## src/lsrc_pkg.sv

```systemverilog
// shared constants and carriers of the light sensor register block
package lsrc_pkg;
    // ----------------------------------------------------------------
    // timing
    // ----------------------------------------------------------------
    localparam int CLK_HZ       = 100_000_000;
    localparam int OSC_SLOW_HZ  = 327_000;
    localparam int OSC_FAST_HZ  = 655_000;
    localparam int OSC_SLOW_DIV = CLK_HZ / OSC_SLOW_HZ;
    localparam int OSC_FAST_DIV = CLK_HZ / OSC_FAST_HZ;

    // ----------------------------------------------------------------
    // addressing
    // ----------------------------------------------------------------
    localparam logic [4:0] SLAVE_ADDR_HI = 5'h11;
    localparam logic [2:0] ADDR_CMD      = 3'h0;
    localparam logic [2:0] ADDR_CTL      = 3'h1;
    localparam logic [2:0] ADDR_THR_HI   = 3'h2;
    localparam logic [2:0] ADDR_THR_LO   = 3'h3;
    localparam logic [2:0] ADDR_RES_LO   = 3'h4;
    localparam logic [2:0] ADDR_RES_HI   = 3'h5;
    localparam logic [2:0] ADDR_TMR_LO   = 3'h6;
    localparam logic [2:0] ADDR_TMR_HI   = 3'h7;
    localparam int ADDR_RESTART_BIT = 7;
    localparam int ADDR_CLEAR_BIT   = 6;

    // ----------------------------------------------------------------
    // fields and reset values
    // ----------------------------------------------------------------
    localparam int CMD_ENABLE_BIT  = 7;
    localparam int CMD_PD_BIT      = 6;
    localparam int CMD_EXT_BIT     = 5;
    localparam int CMD_DIODE_LSB   = 2;
    localparam int CMD_WIDTH_LSB   = 0;
    localparam int CTL_FLAG_BIT    = 5;
    localparam int CTL_RANGE_LSB   = 2;
    localparam int CTL_PERSIST_LSB = 0;
    localparam logic [7:0] CMD_RESET    = 8'h00;
    localparam logic [7:0] CTL_RESET    = 8'h00;
    localparam logic [7:0] THR_HI_RESET = 8'hFF;
    localparam logic [7:0] THR_LO_RESET = 8'h00;

    localparam logic [16:0] WIDTH_CYC_0 = 17'h10000;
    localparam logic [16:0] WIDTH_CYC_1 = 17'h01000;
    localparam logic [16:0] WIDTH_CYC_2 = 17'h00100;
    localparam logic [16:0] WIDTH_CYC_3 = 17'h00010;
    localparam logic [4:0]  PERSIST_0   = 5'h01;
    localparam logic [4:0]  PERSIST_1   = 5'h04;
    localparam logic [4:0]  PERSIST_2   = 5'h08;
    localparam logic [4:0]  PERSIST_3   = 5'h10;

    localparam logic [1:0] DIODE_VISIBLE  = 2'h0;
    localparam logic [1:0] DIODE_INFRARED = 2'h1;
    localparam logic [1:0] DIODE_DIFF     = 2'h2;

    typedef enum logic [2:0] {
        I2C_IDLE, I2C_RECV, I2C_ACK, I2C_SEND, I2C_RACK
    } lsrc_i2c_state_t;

    // register traffic from the serial slave
    typedef struct packed {
        logic       wr;
        logic       restart;
        logic       clear;
        logic [7:0] waddr;
        logic [7:0] wdata;
        logic [7:0] ptr;
    } lsrc_bus_t;
endpackage : lsrc_pkg

```

## src/lsrc_i2c_slave.sv

```systemverilog
// serial slave that turns bus bytes into register traffic
`timescale 1ns/100ps
module lsrc_i2c_slave (
    input  wire logic               clk,
    input  wire logic               reset,
    input  wire logic               scl,
    input  wire logic               sda_in,
    input  wire logic [1:0]         addr_pins,
    input  wire logic [7:0]         rd_data,
    output logic                    sda_out,
    output logic                    sda_oe_n,
    output lsrc_pkg::lsrc_bus_t     bus
);
    import lsrc_pkg::*;

    typedef struct packed {
        lsrc_i2c_state_t st;
        logic            scl_p;
        logic            sda_p;
        logic [3:0]      bits;
        logic [7:0]      sh;
        logic [1:0]      idx;
        logic            rnw;
        logic            mack;
        logic            oe_n;
        logic            drv;
        lsrc_bus_t       bus;
    } lsrc_i2c_reg_t;

    lsrc_i2c_reg_t s_q;
    lsrc_i2c_reg_t s_d;
    logic          rise;
    logic          fall;
    logic          start;
    logic          stop;

    always_comb
    begin
        rise  = ~s_q.scl_p & scl;
        fall  = s_q.scl_p & ~scl;
        start = s_q.scl_p & scl & s_q.sda_p & ~sda_in;
        stop  = s_q.scl_p & scl & ~s_q.sda_p & sda_in;
        s_d   = s_q;
        s_d.scl_p       = scl;
        s_d.sda_p       = sda_in;
        s_d.bus.wr      = 1'b0;
        s_d.bus.restart = 1'b0;
        s_d.bus.clear   = 1'b0;
        if (start)
        begin
            s_d.st   = I2C_RECV;
            s_d.bits = 4'h0;
            s_d.idx  = 2'h0;
            s_d.oe_n = 1'b1;
        end
        else if (stop)
        begin
            s_d.st   = I2C_IDLE;
            s_d.oe_n = 1'b1;
        end
        else
        begin
            case (s_q.st)
                I2C_RECV:
                    if (rise)
                    begin
                        s_d.sh   = {s_q.sh[6:0], sda_in};
                        s_d.bits = 4'(s_q.bits + 4'h1);
                    end
                    else if (fall && s_q.bits == 4'h8)
                    begin
                        s_d.bits = 4'h0;
                        s_d.st   = I2C_ACK;
                        s_d.oe_n = 1'b0;
                        case (s_q.idx)
                            2'h0:
                                if (s_q.sh[7:1] == {SLAVE_ADDR_HI, addr_pins})
                                begin
                                    s_d.rnw = s_q.sh[0];
                                    s_d.idx = 2'h1;
                                end
                                else
                                begin
                                    s_d.st   = I2C_IDLE;
                                    s_d.oe_n = 1'b1;
                                end
                            2'h1:
                            begin
                                s_d.bus.ptr     = s_q.sh;
                                s_d.bus.restart = s_q.sh[ADDR_RESTART_BIT];
                                s_d.bus.clear   = s_q.sh[ADDR_CLEAR_BIT];
                                s_d.idx         = 2'h2;
                            end
                            default:
                            begin
                                // command addresses carry no data
                                s_d.bus.wr    = s_q.bus.ptr[7:6] == 2'h0;
                                s_d.bus.waddr = s_q.bus.ptr;
                                s_d.bus.wdata = s_q.sh;
                                s_d.bus.ptr   = 8'(s_q.bus.ptr + 8'h01);
                            end
                        endcase
                    end
                I2C_ACK:
                    if (fall)
                    begin
                        s_d.bits = 4'h0;
                        if (s_q.rnw)
                        begin
                            s_d.sh   = rd_data;
                            s_d.oe_n = rd_data[7];
                            s_d.st   = I2C_SEND;
                        end
                        else
                        begin
                            s_d.oe_n = 1'b1;
                            s_d.st   = I2C_RECV;
                        end
                    end
                I2C_SEND:
                    if (rise)
                        s_d.bits = 4'(s_q.bits + 4'h1);
                    else if (fall && s_q.bits == 4'h8)
                    begin
                        s_d.oe_n = 1'b1;
                        s_d.st   = I2C_RACK;
                    end
                    else if (fall)
                    begin
                        s_d.sh   = {s_q.sh[6:0], 1'b0};
                        s_d.oe_n = s_q.sh[6];
                    end
                I2C_RACK:
                    if (rise)
                    begin
                        s_d.mack = ~sda_in;
                        if (!sda_in)
                            s_d.bus.ptr = 8'(s_q.bus.ptr + 8'h01);
                    end
                    else if (fall && s_q.mack)
                    begin
                        s_d.sh   = rd_data;
                        s_d.oe_n = rd_data[7];
                        s_d.bits = 4'h0;
                        s_d.st   = I2C_SEND;
                    end
                    else if (fall)
                        s_d.st = I2C_IDLE;
                default:
                    s_d.st = I2C_IDLE;
            endcase
        end
    end

    always_ff @(posedge clk or posedge reset)
    begin
        if (reset)
            s_q <= '{st: I2C_IDLE, scl_p: 1'b1, sda_p: 1'b1,
                     oe_n: 1'b1, default: '0};
        else
            s_q <= s_d;
    end

    assign sda_out  = s_q.drv;
    assign sda_oe_n = s_q.oe_n;
    assign bus      = s_q.bus;
endmodule : lsrc_i2c_slave

```

## src/lsrc_top.sv

```systemverilog
// register set and conversion control of the light sensor
`timescale 1ns/100ps
// Behaviour
// - command bit 7 low holds the conversion core in reset.
// - command bit 6 high powers the device down.
// - internal timing ends each integration after the programmed tick count.
// - external timing: integration spans restart command to restart command.
// - in external timing, address bit 7 write ends integration and starts the next.
// - address bit 6 write clears the alarm flag and output.
// - diode select 0 or 1 routes one diode, unsigned n-bit result.
// - diode select 2 gives signed difference; 3 does nothing.
// - command bits 1:0 pick 65536, 4096, 256 or 16 cycles.
// - in internal timing, cycle selection changes integration length as well as resolution.
// - control bit 5 reads 1 once the alarm has triggered.
// - control bits 3:2 select the light range.
// - control bits 1:0 pick 1, 4, 8 or 16 persistence cycles.
// - upper threshold is a high byte, resets to 0xFF.
// - lower threshold is a high byte, resets to 0x00.
// - locations 4 and 5 read the latest result; writes ignored.
// - locations 6 and 7 read the captured timer count.
// - writing 0 to flag clears it; window breach sets flag and pin.
// - timer counts oscillator cycles, captured at each integration end.
// - slave address is 10001 then the two address pins.
module lsrc_top (
    input  wire logic         clk,
    input  wire logic         reset,
    input  wire logic         scl,
    input  wire logic         sda_in,
    output logic              sda_out,
    output logic              sda_oe_n,
    input  wire logic         address_pin_low,
    input  wire logic         address_pin_high,
    input  wire logic         alarm_in,
    output logic              alarm_out,
    output logic              alarm_oe_n,
    input  wire logic [15:0]  converter_count,
    output logic              converter_run,
    output logic              converter_power_down,
    output logic              infrared_photodiode_select,
    output logic [1:0]        light_range,
    output logic              integration_start
);
    import lsrc_pkg::*;

    // ----------------------------------------------------------------
    // state
    // ----------------------------------------------------------------
    typedef struct packed {
        logic [7:0]  cmd;
        logic [7:0]  ctl;
        logic [7:0]  thr_hi;
        logic [7:0]  thr_lo;
        logic [15:0] result;
        logic [15:0] timer;
        logic [15:0] tmr_cnt;
        logic [16:0] integ;
        logic [8:0]  div;
        logic        phase;
        logic [15:0] hold;
        logic [4:0]  pcnt;
        logic        run;
        logic        pd;
        logic        ir_sel;
        logic [1:0]  range;
        logic        start;
        logic        alarm_oe_n;
        logic        alarm_o;
    } lsrc_state_t;

    lsrc_state_t s_q;
    lsrc_state_t s_d;
    lsrc_bus_t   bus;
    logic [7:0]  rd_data;
    logic        sda_out_w;
    logic        sda_oe_n_w;

    logic [8:0]  div_lim;
    logic        tick;
    logic [16:0] limit;
    logic [15:0] mask;
    logic [4:0]  persist_m;
    logic        end_int;
    logic        newres;
    logic [15:0] sample;
    logic [16:0] diff;
    logic        out_win;
    logic        ext_mode;
    logic [1:0]  diode;

    // ----------------------------------------------------------------
    // serial slave
    // ----------------------------------------------------------------
    // the slave only pulls data low
    lsrc_i2c_slave u_slave (
        .clk       (clk),
        .reset     (reset),
        .scl       (scl),
        .sda_in    (sda_in),
        .addr_pins ({address_pin_high, address_pin_low}),
        .rd_data   (rd_data),
        .sda_out   (sda_out_w),
        .sda_oe_n  (sda_oe_n_w),
        .bus       (bus)
    );

    // ----------------------------------------------------------------
    // read mux
    // ----------------------------------------------------------------
    always_comb
    begin
        rd_data = 8'h00;
        // unmapped pointers read zero
        if (bus.ptr[5:3] == 3'h0)
        begin
            case (bus.ptr[2:0])
                ADDR_CMD:    rd_data = s_q.cmd;
                ADDR_CTL:    rd_data = s_q.ctl;
                ADDR_THR_HI: rd_data = s_q.thr_hi;
                ADDR_THR_LO: rd_data = s_q.thr_lo;
                ADDR_RES_LO: rd_data = s_q.result[7:0];
                ADDR_RES_HI: rd_data = s_q.result[15:8];
                ADDR_TMR_LO: rd_data = s_q.timer[7:0];
                ADDR_TMR_HI: rd_data = s_q.timer[15:8];
                default:     rd_data = 8'h00;
            endcase
        end
    end

    // ----------------------------------------------------------------
    // next state
    // ----------------------------------------------------------------
    always_comb
    begin
        s_d      = s_q;
        s_d.start = 1'b0;
        ext_mode = s_q.cmd[CMD_EXT_BIT];
        diode    = s_q.cmd[CMD_DIODE_LSB +: 2];

        // oscillator runs twice as fast on the two upper ranges
        div_lim = s_q.ctl[CTL_RANGE_LSB + 1] ? 9'(OSC_FAST_DIV - 1)
                                             : 9'(OSC_SLOW_DIV - 1);
        case (s_q.cmd[CMD_WIDTH_LSB +: 2])
            2'h0:    limit = WIDTH_CYC_0;
            2'h1:    limit = WIDTH_CYC_1;
            2'h2:    limit = WIDTH_CYC_2;
            default: limit = WIDTH_CYC_3;
        endcase
        // keep the n chosen bits
        mask = 16'(limit - 17'h00001);

        case (s_q.ctl[CTL_PERSIST_LSB +: 2])
            2'h0:    persist_m = PERSIST_0;
            2'h1:    persist_m = PERSIST_1;
            2'h2:    persist_m = PERSIST_2;
            default: persist_m = PERSIST_3;
        endcase

        // register writes; factory bits are stored as the host writes
        if (bus.wr && bus.waddr[5:3] == 3'h0)
        begin
            case (bus.waddr[2:0])
                ADDR_CMD:    s_d.cmd = bus.wdata;
                ADDR_CTL:
                begin
                    s_d.ctl = bus.wdata;
                    // the flag cannot be set by software
                    s_d.ctl[CTL_FLAG_BIT] = s_q.ctl[CTL_FLAG_BIT]
                                          & bus.wdata[CTL_FLAG_BIT];
                end
                ADDR_THR_HI: s_d.thr_hi = bus.wdata;
                ADDR_THR_LO: s_d.thr_lo = bus.wdata;
                // data bytes read-only
                default:     s_d.cmd = s_q.cmd;
            endcase
        end

        // clear beats a flag write
        if (bus.clear)
            s_d.ctl[CTL_FLAG_BIT] = 1'b0;

        // conversion timing
        tick    = 1'b0;
        end_int = 1'b0;
        newres  = 1'b0;
        sample  = converter_count & mask;
        diff    = 17'({1'b0, s_q.hold} - {1'b0, sample});
        out_win = 1'b0;
        // disabled core clears counts
        if (!s_q.cmd[CMD_ENABLE_BIT])
        begin
            s_d.div     = 9'h000;
            s_d.integ   = 17'h00000;
            s_d.tmr_cnt = 16'h0000;
            s_d.phase   = 1'b0;
        end
        else if (!s_q.cmd[CMD_PD_BIT])
        begin
            // power down freezes counts;
            // a paused period resumes
            tick = s_q.div == div_lim;
            s_d.div = tick ? 9'h000 : 9'(s_q.div + 9'h001);
            if (tick)
            begin
                s_d.integ   = 17'(s_q.integ + 17'h00001);
                s_d.tmr_cnt = 16'(s_q.tmr_cnt + 16'h0001);
            end
            // no restart in internal timing
            if (ext_mode)
                end_int = bus.restart;
            else
                end_int = tick && s_q.integ == 17'(limit - 17'h00001);
        end

        if (end_int)
        begin
            // closing tick counts here
            s_d.timer   = s_d.tmr_cnt;
            s_d.integ   = 17'h00000;
            s_d.tmr_cnt = 16'h0000;
            s_d.start   = 1'b1;
            case (diode)
                DIODE_VISIBLE, DIODE_INFRARED:
                begin
                    s_d.result = sample;
                    newres     = 1'b1;
                end
                DIODE_DIFF:
                    if (!s_q.phase)
                    begin
                        s_d.hold  = sample;
                        s_d.phase = 1'b1;
                    end
                    else
                    begin
                        // halved so the signed result fits n bits
                        s_d.result = diff[16:1];
                        s_d.phase  = 1'b0;
                        newres     = 1'b1;
                    end
                // no-op keeps old result
                default:
                    s_d.phase = 1'b0;
            endcase
        end

        // window check against the high-byte thresholds
        if (newres)
        begin
            out_win = s_d.result > {s_q.thr_hi, 8'h00}
                   || s_d.result < {s_q.thr_lo, 8'h00};
            if (!out_win)
                s_d.pcnt = 5'h00;
            else
            begin
                // streak saturates at m, so
                // a clear re-alarms at once
                if (s_q.pcnt < persist_m)
                    s_d.pcnt = 5'(s_q.pcnt + 5'h01);

                // set wins over a clear in the same cycle
                if (5'(s_q.pcnt + 5'h01) >= persist_m)
                    s_d.ctl[CTL_FLAG_BIT] = 1'b1;
            end
        end

        // outputs
        s_d.run    = s_d.cmd[CMD_ENABLE_BIT] & ~s_d.cmd[CMD_PD_BIT];
        s_d.pd     = s_d.cmd[CMD_PD_BIT];
        s_d.ir_sel = s_d.cmd[CMD_DIODE_LSB +: 2] == DIODE_INFRARED
                  || (s_d.cmd[CMD_DIODE_LSB +: 2] == DIODE_DIFF
                      && s_d.phase);
        s_d.range  = s_d.ctl[CTL_RANGE_LSB +: 2];
        s_d.alarm_oe_n = ~s_d.ctl[CTL_FLAG_BIT];
        // open drain, pulled low only
        s_d.alarm_o    = 1'b0;
    end

    // ----------------------------------------------------------------
    // registers
    // ----------------------------------------------------------------
    always_ff @(posedge clk or posedge reset)
    begin
        if (reset)
            s_q <= '{cmd: CMD_RESET, ctl: CTL_RESET,
                     thr_hi: THR_HI_RESET, thr_lo: THR_LO_RESET,
                     alarm_oe_n: 1'b1, default: '0};
        else
            s_q <= s_d;
    end

    assign sda_out                    = sda_out_w;
    assign sda_oe_n                   = sda_oe_n_w;
    assign alarm_out                  = s_q.alarm_o;
    assign alarm_oe_n                 = s_q.alarm_oe_n;
    assign converter_run              = s_q.run;
    assign converter_power_down       = s_q.pd;
    assign infrared_photodiode_select = s_q.ir_sel;
    assign light_range                = s_q.range;
    assign integration_start          = s_q.start;
endmodule : lsrc_top
```

## config.mk

```make
export PLATFORM = sky130hd
export DESIGN_NAME = lsrc_top
export DESIGN_NICKNAME = d
export VERILOG_FILES = /design/src/lsrc_pkg.sv /design/src/lsrc_i2c_slave.sv /design/src/lsrc_top.sv
export SDC_FILE = /design/constraint.sdc
export NUM_CORES = 1
export LEC_CHECK = 0
export ABC_AREA = 1
export CAP_MARGIN = 40
export CORE_ASPECT_RATIO = 0.6
export CORE_UTILIZATION = 65
export DETAILED_ROUTE_END_ITERATION = 10
export DONT_BUFFER_PORTS = 1
export PLACE_DENSITY = 0.81
export SYNTH_ARGS = -nofsm -noshare
export SYNTH_HDL_FRONTEND = slang
export SYNTH_HIERARCHICAL = 1
export SYNTH_SLANG_ARGS = --single-unit
```

## constraint.sdc

```tcl
create_clock -name clk -period 11.6 [get_ports clk]
set_input_delay 2.32 -clock clk [delete_from_list [all_inputs] [get_ports clk]]
set_output_delay 2.32 -clock clk [all_outputs]
set_load 0.005 [all_outputs]
```

Word level (Yosys, flattened, before mapping). Index checks and enable logic that the tools add are counted.

RAM bits: 0. Input bits: 23. Latch bits: 0. Register bits after elaboration: 184. Word-level logic and storage cells: 269. Memories: 0. Output and inout port bits: 10. ROM bits: 0.

Magnitude comparators: 4. Div/mod/pow operators: 0. Add/subtract/negate cells: 8. Shifts and indexed selects: 0. Bitwise gates (word level): 21. Multiply operators: 0. Equality and inequality tests: 61. Multiplexer cells: 99. Reductions and logical operators: 41.

Operators by type and width (count): 27-bit 2-to-1 mux (4); 8-bit 2-to-1 mux (12); 42-bit 2-to-1 mux (2); 16-bit 2-to-1 mux (5); 65-bit 2-to-1 mux (1); 8-bit case mux with 8 select lines (1); 17-bit case mux with 3 select lines (1); 12-bit case mux with 4 select lines (1); 3-bit 2-to-1 mux (14); 12-bit 2-to-1 mux (3); 33-bit 2-to-1 mux (1); 32-bit 2-to-1 mux (1); 16-bit case mux with 2 select lines (1); 8-bit case mux with 2 select lines (2); 1-bit 2-to-1 mux (29); 7-bit AND reduction (3); 4-bit by 1-bit != test with 1-bit output, second input constant (5); 19-bit 2-to-1 mux (1); 3-bit by 2-bit equality test with 1-bit output, second input constant (6); 9-bit 2-to-1 mux (2); 2-bit by 1-bit != test with 1-bit output, second input constant (9); 17-bit by 1-bit adder with 17-bit output, second input constant (1); 17-bit equality test (1); 17-bit 2-to-1 mux (1); 51 further kinds (127).

Depth between registers and ports, before layout. Gate-level depths: netlist of run 1.

Word-level depth: 14. Depth in mapped cells: 33. Mapped depth without buffers: 33.

Hierarchy. The synthesis of run 1 kept the hierarchy.

By module, submodules not included: lsrc_top (seq. area each 3314.4 sq um, cells an instance 1014, area each 7888.8 sq um, instances 1); lsrc_i2c_slave (seq. area each 1229.9 sq um, cells an instance 419, area each 3049.2 sq um, instances 1).

Least setup slack after synthesis of run 1. Ideal clock, no wire load.

Kind: input port to flip-flop. Start point: in converter_count[3]. End point: reg s_q[10] (netlist name). Arrival time: 5.499 ns. Path slack: 5.983 ns. Buffers on the path: 0. Library setup time: 0.118 ns. Stages: 28. Data required time: 11.482 ns. Cells stage by stage: inv_1 > ha_1 > a21oi_1 > o21a_1 > nand2_1 > a21boi_0 > nor2_1 > o21ai_0 > nand2_1 > nand2_1 > a21oi_1 > or2_2 > a21oi_1 > a21oi_1 > ha_1 > nand3_1 > nor3_1 > nand2_1 > nor2_1 > nand2_1 > nor2_1 > nand3_1 > nand2_1 > nand2_2 > nand2_1 > nand2_2 > nand2_1 > nand2_1.

RTL lines: from (decl) (line lsrc_top.sv:36) `input wire logic [15:0] converter_count,`.

==> out/metrics.yaml, run 1 <==
timing:
  tightestPinTransition_ps: 884
  setup_viol: 0
  finalWorstSetupSlack_ps: 5570
  skew_ps: 13.0
  rsz0062_at_grt: "false"
  finalMaxSlewViolations: 0
  max_slew_margin_pct: 40.9
  fin_tns_setup_ps: 0
  layout_min_cycle_time_ps: 6030
  fin_crit_sh_pct: 52.0
  hold_viol: 0
  max_freq_ghz: 0.166
route:
  drt_iter0_drc: 1071
  drtPass1Iterations: 6
  routedWlPerCell_microns: 16.0
  wirelength_microns: 26200
  drc: 0
  antenna_left: 0
  via_per_inst: 5.75
  vias: 9438
clock_network:
  cts_setup_buffers: 0
  cts_buffer_depth: 2
  htreeDepth: 4
  cts_made_buffers: 17
  cts_tree: "yes"
  cts_root_buf: "clkbuf_16"
  cts_resized: 0
  tritoncts_num_sinks: 179
  clk_latency_ps: 450
  hold_buffers: 0
  clk_pin_slew_ps: 70
global_route:
  grt_pass1_vias: 8572
  grt_max_degree: 70
  track_usage_pct: 32.4
  grt-ovfl-total: 0
  antenna_found_initial: 0
  met3_usage_pct: 9.02
  top_usage_layer: "met1"
  grt_util_met2_pct: 45.7
  grtUsageMet1_pct: 49.4
  grt_pass1_wl_microns: 43000
die:
  fp.dieH_microns: 102
  start_util_pct: 66.7
  num_rows: 36
  io-pin-count: 33
  dieArea_sq_um: 17200
  die_x_microns: 169
  core-area_sq_um: 16300
flow_run:
  drv_cap: 0
power_and_ir_drop:
  clockPowerShare_pct: 39.5
  intPower_mw: 1.01
  p_per_area_nw_per_um2: 124
  p_sw_share_pct: 28.6
  p_seq_share_pct: 47.6
  pwr-share-comb_pct: 12.9
  switching_power_uw: 405
  ir_worst_vdd_mv: 0.109
  power_leakage_nw: 5.42
cells_and_area:
  area_growth_pct: 5.47
  insertedDiodeCount: 0
  nets: 1471
  final_util_pct: 70.3
  final_cells: 1640
  fillers: 1314
  drive_above_1_share_pct: 7.58
place:
  io_buffers: 0
  pre_cts_slack_ps: 5320
  dp_cells: 1608
  post-dp-hpwl_microns: 19500
  gp_congestion: 0.953
critical_path:
  cp_max_fo: 7
  r2r_slack_ps: 6390
  max_stage_delay_ps: 350
  critical_path_required_ps: 11930
  crit_slowest_cell: "ha_1"
  crit_type: "input pin to flip-flop"
  crit_path_start_kind: "input pin"
  worst-r2r-cell-count: 27
  path_common_cell: "nand2_1"
  worst_setup_path_end_kind: "flip-flop"
  arrival_ps: 6350
status:
  status: "finished, final reports clean"
yosys:
  syn_nets: 1495
  synth_cells: 1423
  yosysWarningCount: 6
  syn_area_sq_um: 10800
  synth.avg_cell_area_sq_um: 7.62
hold_path:
  min_path_type: "flip-flop to flip-flop"
  holdPathStages: 1
==> layout make-up <==
class | count | area [sq um] | area share, %
clock buffers | 22 | 464 | 4.06
clock inverters | 10 | 100 | 0.875
inverters | 194 | 733 | 6.41
multi-input cells | 1001 | 5300 | 46.3
flip-flops and latches | 179 | 4490 | 39.3
well taps | 228 | 285 | 2.50
repair buffers | 6 | 57.6 | 0.503
==> worst max-delay path, delay by kind of cell <==
| kind | cells | cell delay (ps) |
|---|---|---|
| AOI/OAI and AO/OA | 5 | 820 |
| buffers and inverters | 2 | 120 |
| adders and majority gates | 2 | 620 |
| and+or+nand+nor | 20 | 2440 |
==> final timing paths <==
kind                                                 start                     endpoint
worst max-delay path                    converter_count[0]           s_q[8]$_DFFE_PP0P_
worst min-delay path            u_slave/bus[7]$_DFFE_PP0P_    u_slave/bus[26]$_DFF_PP0_
worst max register to register        s_q[129]$_DFFE_PP0P_           s_q[8]$_DFFE_PP0P_
worst min register to register  u_slave/bus[7]$_DFFE_PP0P_    u_slave/bus[26]$_DFF_PP0_
max in group asynchronous                            reset          s_q[28]$_DFFE_PP0P_
min in group asynchronous                            reset  u_slave/s_q[43]$_DFFE_PP0P_
==> layout by cell type (no fill, tap or decap), types with 10 or more instances in the layout <==
master	count
nand4_1	19
nor3_1	25
inv_2	13
o21ai_0	117
dfrtp_1	167
dfstp_2	12
o22ai_1	16
nor2_1	113
nand3_2	10
a221oi_1	11
ha_1	48
nand3_1	74
clkbuf_16	17
o221ai_1	10
a21oi_1	62
inv_1	180
o21ai_1	23
nand2_1	361
xor2_1	19
==> through the flow <==
step / power (mW) / cell area (sq um) / hold WS [ps]
2_1_floorplan: 0.821 / 10800 / 423
4_1_cts: 1.42 / 11400 / 465
3_5_place_dp: 0.861 / 10900 / 453
3_3_place_gp: 0.857 / 10800 / 453
6_report: 1.42 / 11400 / 469
5_1_grt: 1.47 / 11400 / 498
==> power by group through the flow <==
stage / Sequential (mW) / Combinational, mW / Clock, mW
CTS: 0.674 / 0.179 / 0.567
global route: 0.678 / 0.205 / 0.591
detailed placement: 0.685 / 0.176 / 0
floorplan: 0.677 / 0.144 / 0
finish: 0.675 / 0.182 / 0.560
global placement: 0.685 / 0.173 / 0
==> registers in the layout, indices dropped and copies added (netlist names) <==
| register | flops |
|---|---|
| light_range | 1 |
| u_slave/sda_oe_n | 1 |
| converter_run | 1 |
| ext_mode | 1 |
| infrared_photodiode_select | 1 |
| alarm_oe_n | 1 |
| integration_start | 1 |
| u_slave/s_q | 21 |
| s_q | 124 |
| u_slave/bus | 25 |
| diode | 2 |
==> metal layers <==
metal / share of wire (%) / vias up
met4: 1.1 / 0
met2: 41 / 360
li1: - / 4628
met1: 49 / 4416
met3: 9.3 / 34
met5: 0 / -
Note: power is estimated with default switching activity, not from simulation.
==> run 2: changes to the inputs <==
--- a/config.mk
+++ b/config.mk
@@ -8,10 +8,10 @@
 export ABC_AREA = 1
 export CAP_MARGIN = 40
 export CORE_ASPECT_RATIO = 0.6
-export CORE_UTILIZATION = 65
+export CORE_UTILIZATION = 58
 export DETAILED_ROUTE_END_ITERATION = 10
 export DONT_BUFFER_PORTS = 1
-export PLACE_DENSITY = 0.81
+export PLACE_DENSITY = 0.76
 export SYNTH_ARGS = -nofsm -noshare
 export SYNTH_HDL_FRONTEND = slang
 export SYNTH_HIERARCHICAL = 1
==> constraint.sdc (replaced) <==
create_clock -name clk -period 5.3 [get_ports clk]
set_input_delay 1.06 -clock clk [delete_from_list [all_inputs] [get_ports clk]]
set_output_delay 1.06 -clock clk [all_outputs]
set_load 0.005 [all_outputs]
==> run 2 against run 1 <==
  * Total power is 130% higher
  * Die area is 12% higher
  * Via count is 0.79% higher
  * Sequential power is 120% higher
  * Worst setup slack worse by 5000 ps
  * Critical path depth is 3 higher
  * First-iteration DRC count is 0.84% lower
==> out/metrics.yaml, run 2 (synthesis results as in run 1) <==
place:
  io_buffers: 0  # unchanged
  post-dp-hpwl_microns: 20200  # +3.4%
  pre_cts_slack_ps: 293  # -5030 ps
  gp_congestion: 0.950  # -0.25%
timing:
  hold_viol: 0  # unchanged
  fin_crit_sh_pct: 89.3
  skew_ps: 12.3  # -0.697 ps
  tightestPinTransition_ps: 893  # +9.27 ps
  finalWorstSetupSlack_ps: 568  # -5000 ps
  setup_viol: 0  # unchanged
  finalMaxSlewViolations: 0  # unchanged
  fin_tns_setup_ps: 0  # unchanged
  layout_min_cycle_time_ps: 4730
  rsz0062_at_grt: "false"
  max_freq_ghz: 0.211
  max_slew_margin_pct: 40.0  # -0.93 points
critical_path:
  crit_path_start_kind: "flip-flop"
  critical_path_required_ps: 5630  # -6300 ps
  max_stage_delay_ps: 420  # +70 ps
  cp-startpoint: "s_q[128]$_DFFE_PP0P_"
  endpoint: "s_q[9]$_DFFE_PP0P_"
  worst_setup_path_end_kind: "flip-flop"
  worst-r2r-cell-count: 32  # +19%
  arrival_ps: 5060  # -1290 ps
  path_common_cell: "nand2_1"
  r2r-start: "s_q[128]$_DFFE_PP0P_"
  r2r_slack_ps: 570  # -5820 ps
  cp_max_fo: 7  # unchanged
  crit_type: "flip-flop to flip-flop"
  r2r_end: "s_q[9]$_DFFE_PP0P_"
  crit_slowest_cell: "dfrtp_1"
power_and_ir_drop:
  power_leakage_nw: 5.46  # +0.84%
  ir_worst_vdd_mv: 0.242  # +120%
  finalPower_mw: 3.27  # +130%
  p_per_area_nw_per_um2: 283  # +130%
cells_and_area:
  insertedDiodeCount: 0  # unchanged
  layout_common_cells: "nand2_1 (360), inv_1 (180), dfrtp_1 (166)"
  area_growth_pct: 6.34
  top_register: "s_q"
  final_common_cell: "nand2_1"
  nets: 1471  # unchanged
  drive_above_1_share_pct: 7.86  # +0.28 points
  largest_register_ffs: 124  # unchanged
die:
  dieArea_sq_um: 19300  # +12%
  num_rows: 38  # +5.6%
  io-pin-count: 33  # unchanged
  fp.dieH_microns: 108  # +5.7%
  start_util_pct: 59.7  # -7.0 points
  core-area_sq_um: 18200  # +12%
  die_x_microns: 178  # +5.8%
route:
  vias: 9513  # +0.79%
  met3_length_microns: 2280  # -6.2%
  antenna_left: 0  # unchanged
  drt-met1-wl_microns: 13800  # +6.9%
  routedWlPerCell_microns: 16.3  # +2.1%
  drc: 0  # unchanged
  wirelength_microns: 27000  # +2.8%
  drt_iter0_drc: 1062  # -0.84%
  drtPass1Iterations: 5  # -1
  via_per_inst: 5.76  # about the same
  top_layer: "met4"
  wl_met2_microns: 10800  # +1.4%
global_route:
  grt-ovfl-total: 0  # unchanged
  antenna_found_initial: 0  # unchanged
  track_usage_pct: 29.8  # -2.6 points
  grt_pass1_wl_microns: 43800  # +1.7%
  grt_max_degree: 93  # +33%
  grt_pass1_vias: 8562  # -0.12%
clock_network:
  clk_latency_ps: 440  # about the same
  tritoncts_num_sinks: 179  # unchanged
  cts_tree: "yes"
  htreeDepth: 4  # unchanged
  cts_buffer_depth: 2  # unchanged
  clk_pin_slew_ps: 70  # about the same
  cts_root_buf: "clkbuf_16"
  hold_buffers: 0  # unchanged
  cts_made_buffers: 17  # unchanged
flow_run:
  drv_cap: 0  # unchanged
hold_path:
  min_path_type: "input pin to asynchronous set/reset pin"
status:
  status: "finished, final reports clean"
run 2: cell count changes in the layout (fill, tap and decap cells not counted), sizes merged:
cell      previous run  this run
clkinvlp             4         1
inv                196       199
bufinv               1         4
clkbuf              22        19
run 2: how the worst min path moves through the flow:
stage                                           start                     endpoint
final                                           reset  u_slave/s_q[29]$_DFFE_PP0P_
after global routing                            reset  u_slave/s_q[29]$_DFFE_PP0P_
after CTS                                       reset  u_slave/s_q[29]$_DFFE_PP0P_
after detailed placement   u_slave/bus[7]$_DFFE_PP0P_    u_slave/bus[26]$_DFF_PP0_
after global placement    u_slave/s_q[40]$_DFFE_PP0P_  u_slave/s_q[40]$_DFFE_PP0P_
after floorplan            u_slave/bus[7]$_DFFE_PP0P_    u_slave/bus[26]$_DFF_PP0_
run 2: area by class of cell:
class / instances / area (sq um)
tap: 240 / 300
multi-input combinational: 1001 / 5300
sequential: 179 / 4500
fill: 1578 / 6640
clock buffer: 19 / 443
clock inverter: 13 / 196
timing repair buffer: 6 / 57.6
inverter: 194 / 733
run 2: repair_timing:
item	in CTS	in global routing
setup buffers	0	0
endpoints found under the setup margin	0	5
resized for setup	0	2
run 2: report_power, final:
part | internal [mW] | switching (mW) | total, mW
Sequential | 1.42 | 0.0565 | 1.48
Combinational | 0.115 | 0.283 | 0.398
Clock | 0.813 | 0.579 | 1.39
Total | 2.35 | 0.919 | 3.27
run 2: worst max-delay path, delay by kind of cell, from the launching register on:
kind	cells	cell delay [ps]
AND/OR/NAND/NOR	23	2420
buffers and inverters	1	90
adder cells (fa/ha/maj)	3	1080
flip-flops	1	420
AO/OA/AOI/OAI	5	580
run 2: metrics by stage:
step,hold WS (ps),cell area (sq um),util (%),std cells
floorplan,423,10800,-,1423
global placement,454,10900,59.8,1619
detailed placement,454,10900,59.9,1620
CTS,407,11500,63.4,1652
global route,417,11500,63.5,1652
finish,420,11500,63.5,1652
run 2: metal layers:
metal / track usage, % / vias to the layer above
met4: 5.51 / 0
met1: 47.3 / 4524
met5: 0 / -
li1: - / 4618
met2: 40.3 / 357
met3: 7.63 / 14
